==> config.mk <==
export PLATFORM = sky130hd
export DESIGN_NAME = chbt_master
export DESIGN_NICKNAME = d
export VERILOG_FILES = /design/src/chbt_pkg.sv /design/src/chbt_sync.sv /design/src/chbt_master.sv
export VERILOG_INCLUDE_DIRS = /design/src
export SDC_FILE = /design/constraint.sdc
export NUM_CORES = 1
export LEC_CHECK = 0
export ABC_AREA = 1
export BUFFER_PORTS_ARGS = -buffer_cell sky130_fd_sc_hd__buf_2
export CORE_ASPECT_RATIO = 0.8
export CORE_MARGIN = 2
export CORE_UTILIZATION = 45
export DETAILED_ROUTE_END_ITERATION = 10
export PLACE_DENSITY = 0.76
export SYNTH_ARGS = -nofsm -noshare
export SYNTH_HDL_FRONTEND = slang
export SYNTH_SLANG_ARGS = --single-unit
==> constraint.sdc <==
create_clock -name ref_clk_in -period 2.3 [get_ports ref_clk_in]
set_input_delay 0 -clock ref_clk_in [delete_from_list [all_inputs] [get_ports ref_clk_in]]
set_output_delay 0 -clock ref_clk_in [all_outputs]
set_load 0.01 [all_outputs]
==> src/chbt_defs.svh <==
/*
  constants for the channel transfer master: register offsets, field
  positions, reset values and timing counts.
  assumes a 10 MHz clock and a 32-bit word-aligned register space.
*/
// Functional notes
// - cycle spans command strobe leading to trailing
// - memory/io select picks address space
// - multi-cycle hold signals more cycles follow
// - master drives address and qualifiers first
// - write asserts write status, read inactive
// - master asserts address latch strobe next
// - write data and parity before command
// - command asserts as address latch releases
// - cycle extends while ready is inactive
// - master may overlap next address and status
// - abort: no strobes, status pulse 85 ns
// - command leading edges 190 ns apart
// - command inactive 80 ns before next
// - status 55 ns before command
`ifndef CHBT_DEFS_SVH
`define CHBT_DEFS_SVH

// ***********************************************************
// register offsets
// ***********************************************************
`define CHBT_OFS_CTRL   8'h00
`define CHBT_OFS_ADDR   8'h04
`define CHBT_OFS_WDATA  8'h08
`define CHBT_OFS_RDATA  8'h0c
`define CHBT_OFS_STAT   8'h10

// ***********************************************************
// control fields
// ***********************************************************
`define CHBT_CTL_GO     0
`define CHBT_CTL_READ   1
`define CHBT_CTL_MEM    2
`define CHBT_CTL_ABORT  3
`define CHBT_CTL_HOLD   4
`define CHBT_CTL_A24    5
`define CHBT_CTL_APEN   6
`define CHBT_CTL_DPEN   7
`define CHBT_CTL_RST    32'h0000_0000

// ***********************************************************
// status fields
// ***********************************************************
`define CHBT_ST_BUSY    0
`define CHBT_ST_DONE    1
`define CHBT_ST_SEL     2
`define CHBT_ST_W16     3
`define CHBT_ST_W32     4
`define CHBT_ST_EXT     5
`define CHBT_ST_ABORTED 6
`define CHBT_ST_KIND    7

// ***********************************************************
// timing in ns and derived cycle counts
// ***********************************************************
`define CHBT_CLK_NS     100
`define CHBT_T_ADDR_NS  45
`define CHBT_T_STCMD_NS 55
`define CHBT_T_ADL_NS   40
`define CHBT_T_CMDW_NS  90
`define CHBT_T_CMDCMD_NS 190
`define CHBT_T_GAP_NS   80
`define CHBT_T_ABORT_NS 85
`define CHBT_T_SYNC_NS  30
`define CHBT_CYC(ns) (((ns) + `CHBT_CLK_NS - 1) / `CHBT_CLK_NS)
`define CHBT_N_ADDR   `CHBT_CYC(`CHBT_T_ADDR_NS)
`define CHBT_N_STCMD  `CHBT_CYC(`CHBT_T_STCMD_NS)
`define CHBT_N_ADL    `CHBT_CYC(`CHBT_T_ADL_NS)
`define CHBT_N_CMDW   `CHBT_CYC(`CHBT_T_CMDW_NS)
`define CHBT_N_CMDCMD `CHBT_CYC(`CHBT_T_CMDCMD_NS)
`define CHBT_N_GAP    `CHBT_CYC(`CHBT_T_GAP_NS)
`define CHBT_N_ABORT  `CHBT_CYC(`CHBT_T_ABORT_NS)
`define CHBT_N_SYNC   ((`CHBT_T_SYNC_NS) / `CHBT_CLK_NS + 1)

`endif

==> src/chbt_pkg.sv <==
/*
  types for the channel transfer master.
  assumes chbt_defs.svh for numbers.
*/
package chbt_pkg;

  // ***********************************************************
  // channel pin groups
  // ***********************************************************
  typedef struct packed {
    logic [31:0] address;
    logic        addr_bit24_enable;
    logic        mem_io_select;
    logic        address_parity_enable_n;
    logic [3:0]  address_parity_bits;
    logic        write_status_line_n;
    logic        read_status_line_n;
    logic        address_latch_strobe_n;
    logic        command_strobe_n;
    logic        multi_cycle_hold_n;
    logic        data_parity_enable_n;
    logic [3:0]  data_parity_bits;
  } chbt_pins_t;

  typedef struct packed {
    logic card_select_feedback_n;
    logic port_width16_indicator_n;
    logic port_width32_indicator_n;
    logic card_ready_line;
  } chbt_resp_t;

  typedef struct packed {
    logic [31:0] haddr;
    logic        hwrite;
    logic [1:0]  htrans;
    logic [2:0]  hsize;
    logic        hsel;
    logic        hready;
  } chbt_ahb_t;

  typedef enum logic [6:0] {
    CHBT_IDLE  = 7'b000_0001,
    CHBT_ADDR  = 7'b000_0010,
    CHBT_STAT  = 7'b000_0100,
    CHBT_ADL   = 7'b000_1000,
    CHBT_CMD   = 7'b001_0000,
    CHBT_GAP   = 7'b010_0000,
    CHBT_ABORT = 7'b100_0000
  } chbt_state_t;

  typedef enum logic [1:0] {
    CHBT_DEFAULT = 2'h0,
    CHBT_SYNC    = 2'h1,
    CHBT_ASYNC   = 2'h2
  } chbt_kind_t;

  function automatic logic [3:0] chbt_parity(input logic [31:0] w);
    // odd parity per byte lane
    chbt_parity = {~^w[31:24], ~^w[23:16], ~^w[15:8], ~^w[7:0]};
  endfunction : chbt_parity

endpackage : chbt_pkg

==> src/chbt_sync.sv <==
/*
  two-flop synchroniser for the slave response lines.
  assumes asynchronous active-low reset; reset value is idle (high).
*/
`timescale 1ns/100ps
module chbt_sync (
  input  wire logic             ref_clk_in,   // clock
  input  wire logic             rst_b_in,     // async reset, low
  input  wire chbt_pkg::chbt_resp_t d_in,     // raw pins
  output chbt_pkg::chbt_resp_t      q_out     // synchronised
);
  import chbt_pkg::*;

  typedef struct packed {
    chbt_resp_t s1;
    chbt_resp_t s2;
  } chbt_sync_st_t;

  chbt_sync_st_t st;
  chbt_sync_st_t next_st;

  always_comb begin
    next_st    = st;
    next_st.s1 = d_in;
    next_st.s2 = st.s1;
  end

  always_ff @(posedge ref_clk_in or negedge rst_b_in) begin
    if (!rst_b_in) begin
      st <= '1;
    end else begin
      st <= next_st;
    end
  end

  assign q_out = st.s2;

endmodule : chbt_sync

==> src/chbt_master.sv <==
/*
  channel basic transfer master: AHB-Lite slave registers take orders,
  then a timed sequence of address, status, address latch and command
  strobes runs one default or extended cycle, or an abort.
  assumes one slave answering on the channel and a 10 MHz clock.
*/
`timescale 1ns/100ps
`include "chbt_defs.svh"
module chbt_master (
  input  wire logic                 ref_clk_in,   // 10 MHz clock
  input  wire logic                 rst_b_in,     // async reset, low
  input  wire logic                 hsel_in,      // ahb select
  input  wire logic [31:0]          haddr_in,     // ahb address
  input  wire logic [1:0]           htrans_in,    // ahb transfer type
  input  wire logic                 hwrite_in,    // ahb write
  input  wire logic [2:0]           hsize_in,     // ahb size
  input  wire logic [31:0]          hwdata_in,    // ahb write data
  input  wire logic                 hready_in,    // ahb ready
  output logic [31:0]               hrdata_out,   // ahb read data
  output logic                      hreadyout_out,// ahb ready out
  output logic                      hresp_out,    // ahb response
  output chbt_pkg::chbt_pins_t      pins_out,     // channel controls
  input  wire chbt_pkg::chbt_resp_t resp_in,      // slave responses
  input  wire logic [31:0]          data_in,      // data bus input
  output logic [31:0]               data_out,     // data bus output
  output logic                      data_oe_out   // data bus drive
);
  import chbt_pkg::*;

  typedef struct packed {
    chbt_state_t state;
    logic [31:0] ctrl;
    logic [31:0] addr;
    logic [31:0] wdata;
    logic [31:0] rdata;
    logic        done;
    logic        aborted;
    logic        ext;
    chbt_kind_t  kind;
    logic [2:0]  fb;
    logic [3:0]  cnt;
    logic [3:0]  cmd_age;
    logic        ap_valid;
    logic        ap_write;
    logic [7:0]  ap_addr;
    logic [31:0] hrdata;
    chbt_pins_t  pins;
    logic [31:0] dout;
    logic        doe;
  } chbt_st_t;

  chbt_st_t   st;
  chbt_st_t   next_st;
  chbt_resp_t resp_s;
  logic       go;

  chbt_sync u_sync (
    .ref_clk_in (ref_clk_in),
    .rst_b_in   (rst_b_in),
    .d_in       (resp_in),
    .q_out      (resp_s)
  );

  function automatic chbt_pins_t idle_pins();
    chbt_pins_t p;
    p                          = '1;
    p.address                  = 32'h0000_0000;
    p.addr_bit24_enable        = 1'b0;
    p.mem_io_select            = 1'b0;
    p.address_parity_bits      = 4'h0;
    p.data_parity_bits         = 4'h0;
    idle_pins                  = p;
  endfunction : idle_pins

  function automatic logic [31:0] status_word(input chbt_st_t s);
    logic [31:0] w;
    w                          = 32'h0000_0000;
    w[`CHBT_ST_BUSY]           = (s.state != CHBT_IDLE);
    w[`CHBT_ST_DONE]           = s.done;
    w[`CHBT_ST_SEL]            = s.fb[0];
    w[`CHBT_ST_W16]            = s.fb[1];
    w[`CHBT_ST_W32]            = s.fb[2];
    w[`CHBT_ST_EXT]            = s.ext;
    w[`CHBT_ST_ABORTED]        = s.aborted;
    w[`CHBT_ST_KIND+1:`CHBT_ST_KIND] = s.kind;
    status_word                = w;
  endfunction : status_word

  assign go = st.ctrl[`CHBT_CTL_GO];

  always_comb begin
    next_st = st;
    // ***********************************************************
    // ahb-lite register slave, zero wait, always okay
    // ***********************************************************
    if (st.ap_valid && st.ap_write) begin
      unique case (st.ap_addr)
        `CHBT_OFS_CTRL: begin
          next_st.ctrl = hwdata_in;
        end
        `CHBT_OFS_ADDR: begin
          next_st.addr = hwdata_in;
        end
        `CHBT_OFS_WDATA: begin
          next_st.wdata = hwdata_in;
        end
        default: begin
        end
      endcase
      if (st.ap_addr == `CHBT_OFS_CTRL && hwdata_in[`CHBT_CTL_GO]) begin
        next_st.done = 1'b0;
      end
    end
    next_st.ap_valid = hsel_in && hready_in && htrans_in[1];
    next_st.ap_write = hwrite_in;
    next_st.ap_addr  = haddr_in[7:0];
    unique case (haddr_in[7:0])
      `CHBT_OFS_CTRL:  next_st.hrdata = st.ctrl;
      `CHBT_OFS_ADDR:  next_st.hrdata = st.addr;
      `CHBT_OFS_WDATA: next_st.hrdata = st.wdata;
      `CHBT_OFS_RDATA: next_st.hrdata = st.rdata;
      `CHBT_OFS_STAT:  next_st.hrdata = status_word(st);
      default:         next_st.hrdata = 32'h0000_0000;
    endcase

    // ***********************************************************
    // channel cycle sequencer
    // ***********************************************************
    if (st.cnt != 4'h0) begin
      next_st.cnt = st.cnt - 4'h1;
    end
    if (st.cmd_age != 4'hf) begin
      next_st.cmd_age = st.cmd_age + 4'h1;
    end
    unique case (st.state)
      CHBT_IDLE: begin
        if (go) begin
          next_st.ctrl[`CHBT_CTL_GO] = 1'b0;
          next_st.ext                = 1'b0;
          next_st.aborted            = 1'b0;
          next_st.kind               = CHBT_DEFAULT;
          next_st.fb                 = 3'h0;
          next_st.pins.address                 = st.addr;
          next_st.pins.addr_bit24_enable       = st.ctrl[`CHBT_CTL_A24];
          next_st.pins.mem_io_select           = st.ctrl[`CHBT_CTL_MEM];
          next_st.pins.address_parity_enable_n = ~st.ctrl[`CHBT_CTL_APEN];
          next_st.pins.address_parity_bits     = chbt_parity(st.addr);
          next_st.pins.multi_cycle_hold_n      = ~st.ctrl[`CHBT_CTL_HOLD];
          next_st.cnt   = 4'(`CHBT_N_ADDR);
          next_st.state = CHBT_ADDR;
        end
      end
      CHBT_ADDR: begin
        if (st.cnt <= 4'h1) begin
          next_st.pins.write_status_line_n = st.ctrl[`CHBT_CTL_READ];
          next_st.pins.read_status_line_n  = ~st.ctrl[`CHBT_CTL_READ];
          if (st.ctrl[`CHBT_CTL_ABORT]) begin
            next_st.cnt   = 4'(`CHBT_N_ABORT);
            next_st.state = CHBT_ABORT;
          end else begin
            next_st.cnt   = 4'(`CHBT_N_STCMD);
            next_st.state = CHBT_STAT;
          end
        end
      end
      CHBT_STAT: begin
        next_st.pins.address_latch_strobe_n = 1'b0;
        if (!st.ctrl[`CHBT_CTL_READ]) begin
          next_st.dout = st.wdata;
          next_st.doe  = 1'b1;
          next_st.pins.data_parity_enable_n = ~st.ctrl[`CHBT_CTL_DPEN];
          next_st.pins.data_parity_bits     = chbt_parity(st.wdata);
        end
        next_st.cnt   = 4'(`CHBT_N_ADL);
        next_st.state = CHBT_ADL;
      end
      CHBT_ADL: begin
        if (st.cnt <= 4'h1 && st.cmd_age >= 4'(`CHBT_N_CMDCMD - 1)) begin
          next_st.pins.address_latch_strobe_n = 1'b1;
          next_st.pins.command_strobe_n       = 1'b0;
          // feedback kept as seen when the command starts, not after deselect
          next_st.fb = {~resp_s.port_width32_indicator_n,
                        ~resp_s.port_width16_indicator_n,
                        ~resp_s.card_select_feedback_n};
          next_st.cmd_age = 4'h0;
          next_st.cnt     = 4'(`CHBT_N_CMDW);
          next_st.state   = CHBT_CMD;
        end
      end
      CHBT_CMD: begin
        if (!resp_s.card_ready_line) begin
          next_st.ext = 1'b1;
          // one extra cycle: ready lags a cycle behind the command edge
          next_st.kind = (st.cmd_age < 4'(`CHBT_N_SYNC + 1)) ? CHBT_SYNC : CHBT_ASYNC;
        end
        if (st.cnt <= 4'h1 && resp_s.card_ready_line) begin
          // cycle ends at command trailing edge
          if (st.ctrl[`CHBT_CTL_READ]) begin
            next_st.rdata = data_in;
          end
          // no overlap, status ends with command
          next_st.pins.command_strobe_n    = 1'b1;
          next_st.pins.write_status_line_n = 1'b1;
          next_st.pins.read_status_line_n  = 1'b1;
          next_st.cnt   = 4'(`CHBT_N_GAP);
          next_st.state = CHBT_GAP;
        end
      end
      CHBT_GAP: begin
        // write data held past trailing edge
        if (st.cnt <= 4'h1) begin
          next_st.doe   = 1'b0;
          next_st.pins  = idle_pins();
          next_st.pins.multi_cycle_hold_n = st.pins.multi_cycle_hold_n;
          next_st.done  = 1'b1;
          next_st.state = CHBT_IDLE;
        end
      end
      CHBT_ABORT: begin
        if (st.cnt <= 4'h1) begin
          // slave frees ready on status end
          next_st.pins    = idle_pins();
          next_st.aborted = 1'b1;
          next_st.done    = 1'b1;
          next_st.state   = CHBT_IDLE;
        end
      end
      default: begin
        next_st.pins  = idle_pins();
        next_st.doe   = 1'b0;
        next_st.state = CHBT_IDLE;
      end
    endcase
  end

  always_ff @(posedge ref_clk_in or negedge rst_b_in) begin
    if (!rst_b_in) begin
      st         <= '0;
      st.state   <= CHBT_IDLE;
      st.ctrl    <= `CHBT_CTL_RST;
      st.cmd_age <= 4'hf;
      st.pins    <= '1;
      st.pins.address             <= 32'h0000_0000;
      st.pins.addr_bit24_enable   <= 1'b0;
      st.pins.mem_io_select       <= 1'b0;
      st.pins.address_parity_bits <= 4'h0;
      st.pins.data_parity_bits    <= 4'h0;
    end else begin
      st <= next_st;
    end
  end

  assign hrdata_out    = st.hrdata;
  assign hreadyout_out = 1'b1;
  assign hresp_out     = 1'b0;
  assign pins_out      = st.pins;
  assign data_out      = st.dout;
  assign data_oe_out   = st.doe;

endmodule : chbt_master

## After elaboration in Yosys (flattened, before gate mapping)

Cells that the tools add are included.

| operators by class | value |
|---|---|
| $add $sub $neg | 2 |
| eq/ne operators | 24 |
| reduce and logical (&&, ||, !) cells | 43 |
| bitwise operators | 14 |
| magnitude comparators | 3 |
| multiplexer cells | 49 |

Operators with widths:

| operator | count |
|---|---|
| $pmux W32 S5 | 1 |
| $pmux W39 S4 | 1 |
| $mux W49 | 2 |
| $mux W65 | 1 |
| $mux W32 | 2 |
| $reduce_xnor A8 Y1 | 8 |
| $mux W7 | 6 |
| $pmux W7 S6 | 1 |
| $mux W39 | 1 |
| $mux W38 | 1 |
| $eq A8 B4 Y1 const B | 3 |
| $mux W11 | 2 |
| $mux W4 | 5 |
| $pmux W4 S5 | 1 |
| $pmux W5 S4 | 1 |
| $eq A8 B3 Y1 const B | 2 |
| $logic_not A8 Y1 | 2 |
| $ne A2 B2 Y1 const B | 8 |
| $reduce_and A4 Y1 | 4 |
| $reduce_and A3 Y1 | 5 |
| $reduce_and A5 Y1 | 3 |
| $not A1 Y1 | 14 |
| $pmux W3 S2 | 2 |
| $mux W2 | 5 |
| other kinds (31) | 54 |

| word-level totals | value |
|---|---|
| bits of input ports | 110 |
| register bits | 283 |
| word-level logic and storage cells | 174 |

## Logic depth before layout (Yosys ltp)

Gate-level depths: netlist of the first run.

| depth | value |
|---|---|
| depth in word-level cells | 6 |
| gate-level depth with buffers | 12 |
| depth with buffers taken out | 11 |

## Cells and area by module

From an unflattened synthesis of the first run, not the netlist that was laid out.

| unflattened totals | value |
|---|---|
| cell total of the unflattened synthesis | 1693 |
| area, all modules | 13709.4 um2 |

By module, submodules not included:

| module | area each (um2) | instances | cells an instance | seq. area each (um2) |
|---|---|---|---|---|
| chbt_master | 13499.2 | 1 | 1685 | 6896.6 |
| chbt_sync | 210.2 | 1 | 8 | 210.2 |

## Worst setup path after synthesis of the first run

Ideal clock, no wire load.

| timing | value |
|---|---|
| path type | register -> register |
| start point | register st[128] (netlist name) |
| end point | register st (netlist bit pins_out[30]) |
| stages on the path, launching flop included | 12 |
| library setup time | 116 ps |
| path buffers | 2 |
| data arrival time | 1610 ps |
| path slack | 573 ps |
| cell sequence | dfrtp_1 > inv_1 > ha_1 > nor2_1 > nor2_4 > inv_2 > o21ai_4 > nand3_2 > buf_6 > buf_6 > nand2_1 > nand2_1 |

| between the ends | value |
|---|---|
| longest elaborated chain between the ends | 3 |
| elaborated cells on any way between the ends | 4 |

RTL lines:

| what | line | RTL |
|---|---|---|
| start, declared | chbt_master.sv:52 | `chbt_st_t st;` |
| start signal, assigned | chbt_master.sv:249 | `st <= next_st;` |
| $le A4 B1 Y1 (*) | chbt_master.sv:211, chbt_master.sv:220 |  |
| $ne A2 B2 Y1 (no source line) | n/a |  |
| $reduce_and A4 Y1 (no source line) (*) | n/a |  |

Mark *: on every way between the ends. The rest lies on a longest branch, timed or not.
A chain may end at the register's enable or synchronous reset.

## Worst setup path after layout of the first run

| timing | value |
|---|---|
| start point | register st[128] (netlist name) |
| end point | register st (netlist bit pins_out[17]) |

The elaborated chain is that of the path after synthesis.

==> results.md, run 1 <==
- Outcome: finished, violations left
- Failing checks: negative hold slack
- Xor and xnor area share after synthesis: 2.89%
- Max VDD drop: 0.647 mV
- Post-cts resize count: 0
- Die area: 31800 sq um
- Met3 Usage GRT: 3.15%
- Core box area: 30100 sq um
- Slowest-stage cell, CP: dfrtp_1
- IO buf count: 195
- Crit path launch type: flop
- Commonest non-fill, non-tap cell in the layout: nand2_1
- Cells after Synth: 1670
- Final TNS setup: 0 ps
- Final Hold Fails: 2
- Largest family of logic cells by synthesized area: simple AND/OR/NAND/NOR gates
- Post-Synth Simple-Gate Area: 24.1%
- First-pass GRT wire length: 59.8 mm
- Grt met1 use: 35.7%
- Fin. max-slew vios: 0
- Die H: 160 um
- Vias: 11300
- Critical path endpoint category: flop
- DR WL/cell: 16.5 um
- Post-synth cell types: 38
- Critical setup path kind: reg2reg
- Req. time, crit path: 2740 ps
- Global route overflow: 0
- Dpl hpwl: 25.9 mm
- Finished Cell Area: 16200 sq um
- Mapped Area: 13700 sq um
- Max H-tree Level: 1
- Placed Area: 14300 sq um
- Crit path DAT: 2510 ps
- CTS sink cnt: 283
- Worst Tran Pin Value: 783 ps
- Clk buf depth: 3
- Reg clk slew, reported paths: 60 ps
- Routed WL: 37.4 mm
- Total of max-cap violations: 0
- Fin crit share: 89.9%
- Vias in the first global route: 11100
- Crit-path max FO: 39
- # setup viols final: 0
- Final Skew: 13.0 ps
- Clock Latency Late Sink: 550 ps
- Post-Layout Cell Count: 2272
- I/O pin count: 226
- Most frequent cells in the layout: 602 x nand2_1, 263 x dfrtp_1, 194 x buf_2, 151 x inv_1, 133 x o21ai_0
- Post-Syn Nets: 1785
- Sequential cell area: 7110 sq um
- Most common cell on crit path: nand2_1
- Sequential fraction of the synthesis area: 52.0%
- Routed vias/inst: 4.96
- Slew margin rel.: 47.6%
- Global placement routability congestion: 0.874
- # DRC: 0
- Met2 usage: 36.3%
- Total track usage: 24.1%
- Drt initial violations: 893
- Layout cells sized above 1: 17.7%
- Synthesized area per cell: 8.18 sq um
- CTS tree: built
- GRT busiest layer: met2
- Synthesis-stage register bit count: 283
- Compound-Gate Fraction of Synth Area: 7.68%
- Fmax achieved: 484 MHz
- Fin Hold WS: -2.92 ps
- Worst-path cell chain: inv_1 -> ha_1 -> nor2_1 -> nor2_4 -> inv_2 -> o21ai_4 -> nand3_2 -> buf_4 -> nand2_1 -> nand2_1
- Initial antenna violation count: 3
- CTS root buffer: clkbuf_16
- Static Leak: 0.00902 uW
- CTS Buf Count: 30
- Mux cell area share after synthesis: 0.0733%
- Die X: 199 um
- Area Overhead vs Synth: 18.9%
- Minimum clock period: 2070 ps
- Dpl cells: 2133
- PwrDens: 879 nW/um^2
- Yosys warning count: 0
- Detail Route Antenna Nets: 0
- Synth Area in Adders: 0.458%
- Total power: 14300 uW
- Fill count: 2787
- Multi-input logic area: 4830 sq um
- Hold Crit Class: in2async
- RSZ-0062 raised after global routing: false
- Pin count of the biggest net entering global routing: 89
- Num rows: 57
- Initial Util: 45.4%
- Max incr delay on CP: 380 ps
- First-pass DRT Iterations: 6
- Net count, final: 1947
flip-flops by register name (all words and copies together) (netlist names):
register,flops
u_sync.q_out,4
u_sync.next_st,4
go,1
st,160
data_oe_out,1
hrdata_out,32
pins_out,49
data_out,32
worst max-delay path, delay by kind of cell, from the launching register on:
kind	cells	cell delay (ps)
buffers and inverters	3	520
AOI/OAI and AO/OA	1	140
and+or+nand+nor	5	640
adders and majority gates	1	240
DFF	1	380
area by class of cell:
type	count	area share (%)
inverter	157	3.63
sequential	283	43.8
clock inverter	14	1.39
tap	413	3.18
clock buffer	42	5.34
multi-input combinational	1054	29.8
timing repair buffer	306	12.9
antenna	3	0.0462
metrics by stage:
stage,setup WS [ps],utilization (%)
final,233,54.0
after global routing,62.5,53.9
after CTS,233,53.9
after detailed placement,245,47.6
after global placement,337,47.6
after floorplan,573,-
cells in the mapped netlist:
library cell | number | area, sq um
a211oi_1 | 1 | 7.51
a21boi_0 | 2 | 15.0
a21oi_1 | 2 | 10.0
a22oi_1 | 1 | 7.51
and3_1 | 1 | 6.26
buf_2 | 14 | 70.1
buf_4 | 116 | 871
buf_6 | 4 | 45.0
clkbuf_1 | 42 | 158
clkinv_1 | 1 | 3.75
conb_1 | 2 | 7.51
dfrtp_1 | 263 | 6580
dfstp_2 | 20 | 526
ha_1 | 5 | 62.6
inv_1 | 151 | 567
inv_2 | 5 | 18.8
mux2i_1 | 1 | 10.0
nand2_1 | 603 | 2260
nand2_2 | 6 | 37.5
nand2_4 | 1 | 11.3
nand3_1 | 75 | 375
nand3_2 | 1 | 10.0
nand4_1 | 6 | 37.5
nand4_2 | 2 | 25.0
nor2_1 | 102 | 383
nor2_2 | 7 | 43.8
nor2_4 | 6 | 67.6
nor3_1 | 3 | 15.0
nor3_2 | 1 | 10.0
o2111ai_1 | 22 | 193
o21ai_0 | 133 | 666
o21ai_1 | 14 | 70.1
o21ai_4 | 1 | 16.3
o22ai_1 | 9 | 56.3
o31ai_1 | 1 | 7.51
or2_1 | 1 | 6.26
xnor2_1 | 28 | 245
xor2_1 | 17 | 149
per-layer routing:
layer / wire length (um) / up-vias
li1: - / 5416
met1: 17500 / 5344
met2: 16100 / 422
met3: 2480 / 79
met4: 1290 / 0
met5: 0 / -
power by group:
part	internal [uW]	switching, uW
sequential	5570	331
clock	3290	1980
combinational	1100	2000
kinds of logic (layout without fill, tap and decap cells):
logic type | Yosys count | in the layout
XOR/XNOR | 45 | 45
buffers and inverters | 333 | 519
adder cells (fa/ha/maj) | 5 | 5
AND/OR/NAND/NOR | 815 | 815
AO/OA/AOI/OAI | 186 | 186
flip-flops | 283 | 283
multiplexers | 1 | 1
other | 2 | 5
worst paths after layout:
kind	startpoint	end	slack (ps)	cells after the start
min reg2reg	u_sync.next_st[2]	u_sync.q_out[2]	350	0
max	st[128]	pins_out[17]	230	10
max in group asynchronous	rst_b_in	hrdata_out[23]	1420	3
min	rst_b_in	data_out[5]	-3	2
max reg2reg	st[128]	pins_out[17]	230	10
min in group ref_clk_in	resp_in[1]	u_sync.next_st[1]	90	2
repair_timing:
| action | 4_1_cts | 5_1_grt |
|---|---|---|
| hold buffers | 80 | 0 |
| setup buffers | 0 | 0 |
| hold endpoints to repair | 408 | 0 |
Note: power is estimated with default switching activity, not from simulation.
==> inputs of run 2 (changes only) <==
- clock period: 2.3 -> 2.5 ns (I/O delays scaled with it)
==> run 2 against run 1 <==
The flow now finishes without violations. Maximum frequency decreased by 0.54%. First-iteration DRC count decreased by 3.0%. Total power decreased by 8.0%. Wire length decreased by 0.42%. Cell area about the same. Die area unchanged. Highest routed layer unchanged. Largest power group unchanged.
==> results.md, run 2 (synthesis results as in run 1) <==
- Initial Util: 45.4% (unchanged)
- Worst-case reg-to-reg path depth: 9 (-1)
- Final Hold Fails: 0 (-2)
- Outcome: complete, no violations
- Routed vias/inst: 4.93 (-0.61%)
- Crit-path max FO: 10 (-74%)
- # setup viols final: 0 (unchanged)
- Dpl hpwl: 25.9 mm (about the same)
- # hold bufs at CTS: 80 (unchanged)
- Fin. max-slew vios: 0 (unchanged)
- Fin crit share: 83.1% (-6.7 points)
- Largest register FFs: 160 (unchanged)
- Total of max-cap violations: 0 (unchanged)
- Req. time, crit path: 2940 ps (+200 ps)
- CTS Buf Count: 30 (unchanged)
- # DRC: 0 (unchanged)
- Detail Route Antenna Nets: 0 (unchanged)
- Crit path launch type: flop
- CTS tree: built
- Vias: 11200 (-0.69%)
- Drt initial violations: 866 (-3.0%)
- Clock Latency Late Sink: 550 ps (about the same)
- Most flops, register: st
- Core box area: 30100 sq um (unchanged)
- Crit path DAT: 2520 ps (about the same)
- Net count, final: 1946 (-0.051%)
- Commonest non-fill, non-tap cell in the layout: nand2_1
- Most frequent cells in the layout: 602 x nand2_1, 263 x dfrtp_1, 194 x buf_2, 151 x inv_1, 133 x o21ai_0
- Hold Crit Class: in2async
- I/O pin count: 226 (unchanged)
- Layout cells sized above 1: 17.8% (+0.12 points)
- Clk buf depth: 3 (unchanged)
- Die H: 160 um (unchanged)
- Die area: 31800 sq um (unchanged)
- CTS root buffer: clkbuf_16
- Worst Tran Pin Value: 761 ps (-21.9 ps)
- Fmax achieved: 481 MHz (-0.54%)
- Minimum clock period: 2080 ps (+11.2 ps)
- Setup Fix Bufs, Post-CTS: 0 (unchanged)
- Post-cts resize count: 0 (unchanged)
- Crit path launch: st[128]
- Initial antenna violation count: 2 (-1)
- Final TNS setup: 0 ps (unchanged)
- Pre-CTS setup slack: 450 ps (+205 ps)
- Max H-tree Level: 1 (unchanged)
- PwrDens: 809 nW/um^2 (-8.0%)
- Worst R2R Start: st[128]
- Global route overflow: 0 (unchanged)
- RSZ-0062 raised after global routing: false
- First-pass GRT wire length: 58.9 mm (-1.5%)
- First-pass DRT Iterations: 5 (-1)
- Routed WL: 37.3 mm (-0.42%)
- Die X: 199 um (unchanged)
- Critical setup path kind: reg2reg
- Num rows: 57 (unchanged)
- Pin count of the biggest net entering global routing: 91 (+2.2%)
- Slew margin rel.: 49.3% (+1.7 points)
- Max VDD drop: 0.491 mV (-24%)
- CTS sink cnt: 283 (unchanged)
- Static Leak: 0.00902 uW (about the same)
- Area Overhead vs Synth: 19.0% (about the same)
- Total track usage: 23.6% (-0.43 points)
- DR WL/cell: 16.4 um (-0.33%)
- IO buf count: 195 (unchanged)
- Vias in the first global route: 10900 (-2.2%)
- Final Skew: 7.79 ps (-5.18 ps)
- Post-layout worst setup margin: 422 ps (+189 ps)
- Critical path endpoint category: flop
- Global placement routability congestion: 0.910 (+4.0%)
- Reg clk slew, reported paths: 60 ps (about the same)
run 2: routing by layer:
layer	wire length [um]	up-vias	track usage [%]
met3	2140	68	3.17
met4	1110	0	6.78
met1	17600	5313	34.9
met5	0	-	0
met2	16400	380	36.5
li1	-	5422	-
run 2: cell type report:
| class | count | area, sq um |
|---|---|---|
| Antenna cell | 2 | 5.00 |
| Clock buffer | 41 | 883 |
| Clock inverter | 15 | 215 |
| Fill cell | 2749 | 13800 |
| Inverter | 157 | 589 |
| Multi-Input combinational cell | 1054 | 4830 |
| Sequential cell | 283 | 7110 |
| Tap cell | 413 | 517 |
| Timing Repair Buffer | 305 | 2100 |
run 2: path summary, 6_finish.rpt:
path | endpoint | slack (ps)
worst min-delay path | hrdata_out[5] | 50
min in group ref_clk_in | u_sync.next_st[3] | 80
worst max register to register | pins_out[3] | 420
max in group asynchronous | st[167] | 1590
worst min register to register | u_sync.q_out[1] | 360
worst max-delay path | pins_out[3] | 420
run 2: through the flow:
step           util [%]  hold slack (ps)  total power, uW  cell area, sq um  cells
2_1_floorplan         -             -296             7640             13700   1670
3_3_place_gp       47.7             75.9             8210             14300   2132
3_5_place_dp       47.7             76.2             8280             14300   2132
4_1_cts            54.0             56.5            13300             16200   2268
5_1_grt            54.0             68.6            13900             16200   2269
6_report           54.0             48.9            13100             16200   2270
run 2: power by group:
part | internal, uW | total, uW | switching (uW) | leakage (uW)
Combinational | 1040 | 2880 | 1850 | 0.00538
Clock | 2990 | 4840 | 1850 | 0.000536
Sequential | 5120 | 5420 | 298 | 0.00311
Total | 9140 | 13100 | 4000 | 0.00902
run 2: critical path, stage by stage (launching register included):
cell     delay (ps)
dfrtp_1         380
inv_1           110
ha_1            240
nor2_1          100
nor2_4          260
inv_2           100
o21ai_4         140
nand3_1         420
nand2_1         170
nand2_1          60
==> inputs of run 3 (changes only) <==
- PLACE_DENSITY: 0.76 -> 0.79
- clock period: 2.5 -> 1.9 ns (I/O delays scaled with it)
==> run 3 against run 2 <==
Via count up 4.8%. Sequential power rose by 32%. Final cell count is 1.1% higher. Non-clock buffer count grew 28. Combinational power up 52%. First-iteration DRC count is 34% higher. Sequential share of layout area fell by 1.0 points. Register-to-register slack got worse by 380 ps. Largest cell class unchanged. Critical path depth is 3 higher. Critical path type unchanged. Clock-buffer cell count is 1 lower. Global-route usage rose by 1.4 points. Clock skew grew 16 ps.
==> results.md, run 3 (synthesis results as in run 1) <==
- Vias: 11700 (+4.8%)
- Worst-case reg-to-reg path depth: 12 (+3)
- Die area: 31800 sq um (unchanged)
- Layout cells sized above 1: 19.6% (+1.8 points)
- First-pass DRT Iterations: 5 (unchanged)
- Fmax achieved: 538 MHz (+12%)
- Total of max-cap violations: 0 (unchanged)
- Dpl hpwl: 26.6 mm (+2.7%)
- Finished Cell Area: 16600 sq um (+2.4%)
- Worst Tran Pin Value: 603 ps (-158 ps)
- Initial antenna violation count: 0 (-2)
- I/O pin count: 226 (unchanged)
- Diodes inserted: 0 (-2)
- DR WL/cell: 17.8 um (+8.7%)
- Placed Area: 14500 sq um (+0.86%)
- Minimum clock period: 1860 ps (-220 ps)
- # DRC: 0 (unchanged)
- Initial Util: 45.4% (unchanged)
- First-pass GRT wire length: 61.9 mm (+5.1%)
- Most frequent cells in the layout: 596 x nand2_1, 263 x dfrtp_1, 194 x buf_2, 149 x inv_1, 132 x o21ai_0
- CTS Buf Count: 29 (-3.3%)
- Static Leak: 0.00921 uW (+2.1%)
- Clock share of power: 34.1% (-2.7 points)
- Global route overflow: 0 (unchanged)
- Num rows: 57 (unchanged)
- Worst-path cell chain: inv_2 -> ha_4 -> nor2_1 -> nor2_4 -> inv_4 -> nand2_4 -> nand2_2 -> nor2_4 -> buf_12 -> buf_12 -> nand2_1 -> nand2_1
- IO buf count: 195 (unchanged)
- Crit path DAT: 2340 ps (-180 ps)
- Max incr delay on CP: 410 ps (about the same)
- Switching Fraction: 32.0% (+1.6 points)
- Max VDD drop: 0.734 mV (+50%)
- Comb pwr share: 25.0% (+3.1 points)
- Reg clk slew, reported paths: 70 ps (about the same)
- CTS sink cnt: 283 (unchanged)
- Final TNS setup: 0 ps (unchanged)
- Vias in the first global route: 11400 (+5.1%)
- Routed vias/inst: 5.11 (+3.7%)
- Post-layout worst setup margin: 41.7 ps (-380 ps)
- Register share of total power: 40.9% (-0.3 points)
- PwrDens: 1050 nW/um^2 (+30%)
- Post-Layout Cell Count: 2294 (+1.1%)
- Fin. max-slew vios: 0 (unchanged)
- Pre-CTS setup slack: -75.1 ps (-525 ps)
- Largest register FFs: 160 (unchanged)
- Total track usage: 25.0% (+1.4 points)
- Area Overhead vs Synth: 21.8%
- Int Pwr: 11900 uW (+30%)
- Slowest-stage cell, CP: dfrtp_1
- Hold Crit Class: in2async
- # setup viols final: 0 (unchanged)
- Clock Latency Late Sink: 570 ps (+20 ps)
- Max H-tree Level: 1 (unchanged)
- CTS tree: built
- Global placement routability congestion: 0.927 (+1.9%)
- Fin crit share: 97.8% (+15 points)
- Detail Route Antenna Nets: 0 (unchanged)
- Pin count of the biggest net entering global routing: 72 (-21%)
- Drt initial violations: 1162 (+34%)
- Die H: 160 um (unchanged)
- Critical setup path kind: reg2reg
- P_sw: 5600 uW (+40%)
- Dpl cells: 2142 (+0.47%)
- Commonest non-fill, non-tap cell in the layout: nand2_1
- Crit-path max FO: 9 (-1)
- Total power: 17500 uW (+33%)
- Most flops, register: st
- Final Hold Fails: 0 (unchanged)
- CTS root buffer: clkbuf_16
- Final Skew: 23.8 ps (+16.0 ps)
- Crit path launch type: flop
- Req. time, crit path: 2390 ps (-550 ps)
- Slew margin rel.: 59.5% (+10 points)
- Die X: 199 um (unchanged)
- Routed WL: 40.9 mm (+9.8%)
- Critical path endpoint category: flop
- Net count, final: 1973 (+1.4%)
- Core box area: 30100 sq um (unchanged)
- Outcome: complete, no violations
- Clk buf depth: 3 (unchanged)
==> run 3: changes by cell type in the layout (fill, tap and decap cells not counted), moves of 5 or more <==
| cell | change |
|---|---|
| buf_12 | +5 |
| buf_4 | +12 |
| buf_6 | +5 |
| clkbuf_16 | +6 |
| nand2_1 | -6 |
==> run 3: critical path: cells and delay by family, from the launching register on <==
family	cells	cell delay, ps
simple gates	7	740
buf+inv	4	460
flops	1	410
fa+ha+maj	1	140
==> run 3: layout make-up <==
cell class                 instances  area, sq um
multi-input combinational       1054         4910
fill                            2684        13500
clock buffer                      40          861
tap                              413          517
clock inverter                    14          143
sequential                       283         7110
timing repair buffer             333         2500
inverter                         157          592
==> run 3: path summary, 6_finish.rpt <==
check                                   from                 to  slack (ps)
max in group asynchronous           rst_b_in       pins_out[14]        1420
max reg2reg                          st[128]       pins_out[39]          40
min                                 rst_b_in            st[206]          50
max                                  st[128]       pins_out[39]          40
min in group ref_clk_in           resp_in[2]  u_sync.next_st[2]          90
min reg2reg                u_sync.next_st[3]    u_sync.q_out[3]         360
==> run 3: through the flow <==
step	utilization [%]	hold slack, ps
after floorplan	-	-296
after CTS	54.2	36.9
after detailed placement	48.1	-60.0
final	55.3	45.4
after global placement	48.1	-60.9
after global routing	55.3	53.6
==> run 3: power groups by stage <==
stage / Clock, uW / Sequential (uW) / Combinational, uW
floorplan: 0 / 7100 / 2960
global placement: 0 / 7230 / 3680
detailed placement: 0 / 7230 / 3810
CTS: 6020 / 7130 / 4040
global route: 6270 / 7220 / 4840
finish: 5960 / 7150 / 4370
==> run 3: timing repair <==
action,4_1_cts,5_1_grt
setup buffers,2,7
pin swaps,2,5
hold endpoints to repair,407,0
resized for setup,2,23
hold buffers,81,0
setup endpoints to repair,49,81
gates cloned,0,8
==> run 3: routing by layer <==
| layer | wire [um] | vias to the layer above | part of all wire, % | GRT usage, % |
|---|---|---|---|---|
| li1 | - | 5480 | - | - |
| met1 | 17500 | 5596 | 43 | 35.0 |
| met2 | 18200 | 540 | 44 | 38.5 |
| met3 | 3550 | 109 | 8.7 | 4.37 |
| met4 | 1690 | 0 | 4.1 | 10.3 |
| met5 | 0 | - | 0 | 0 |
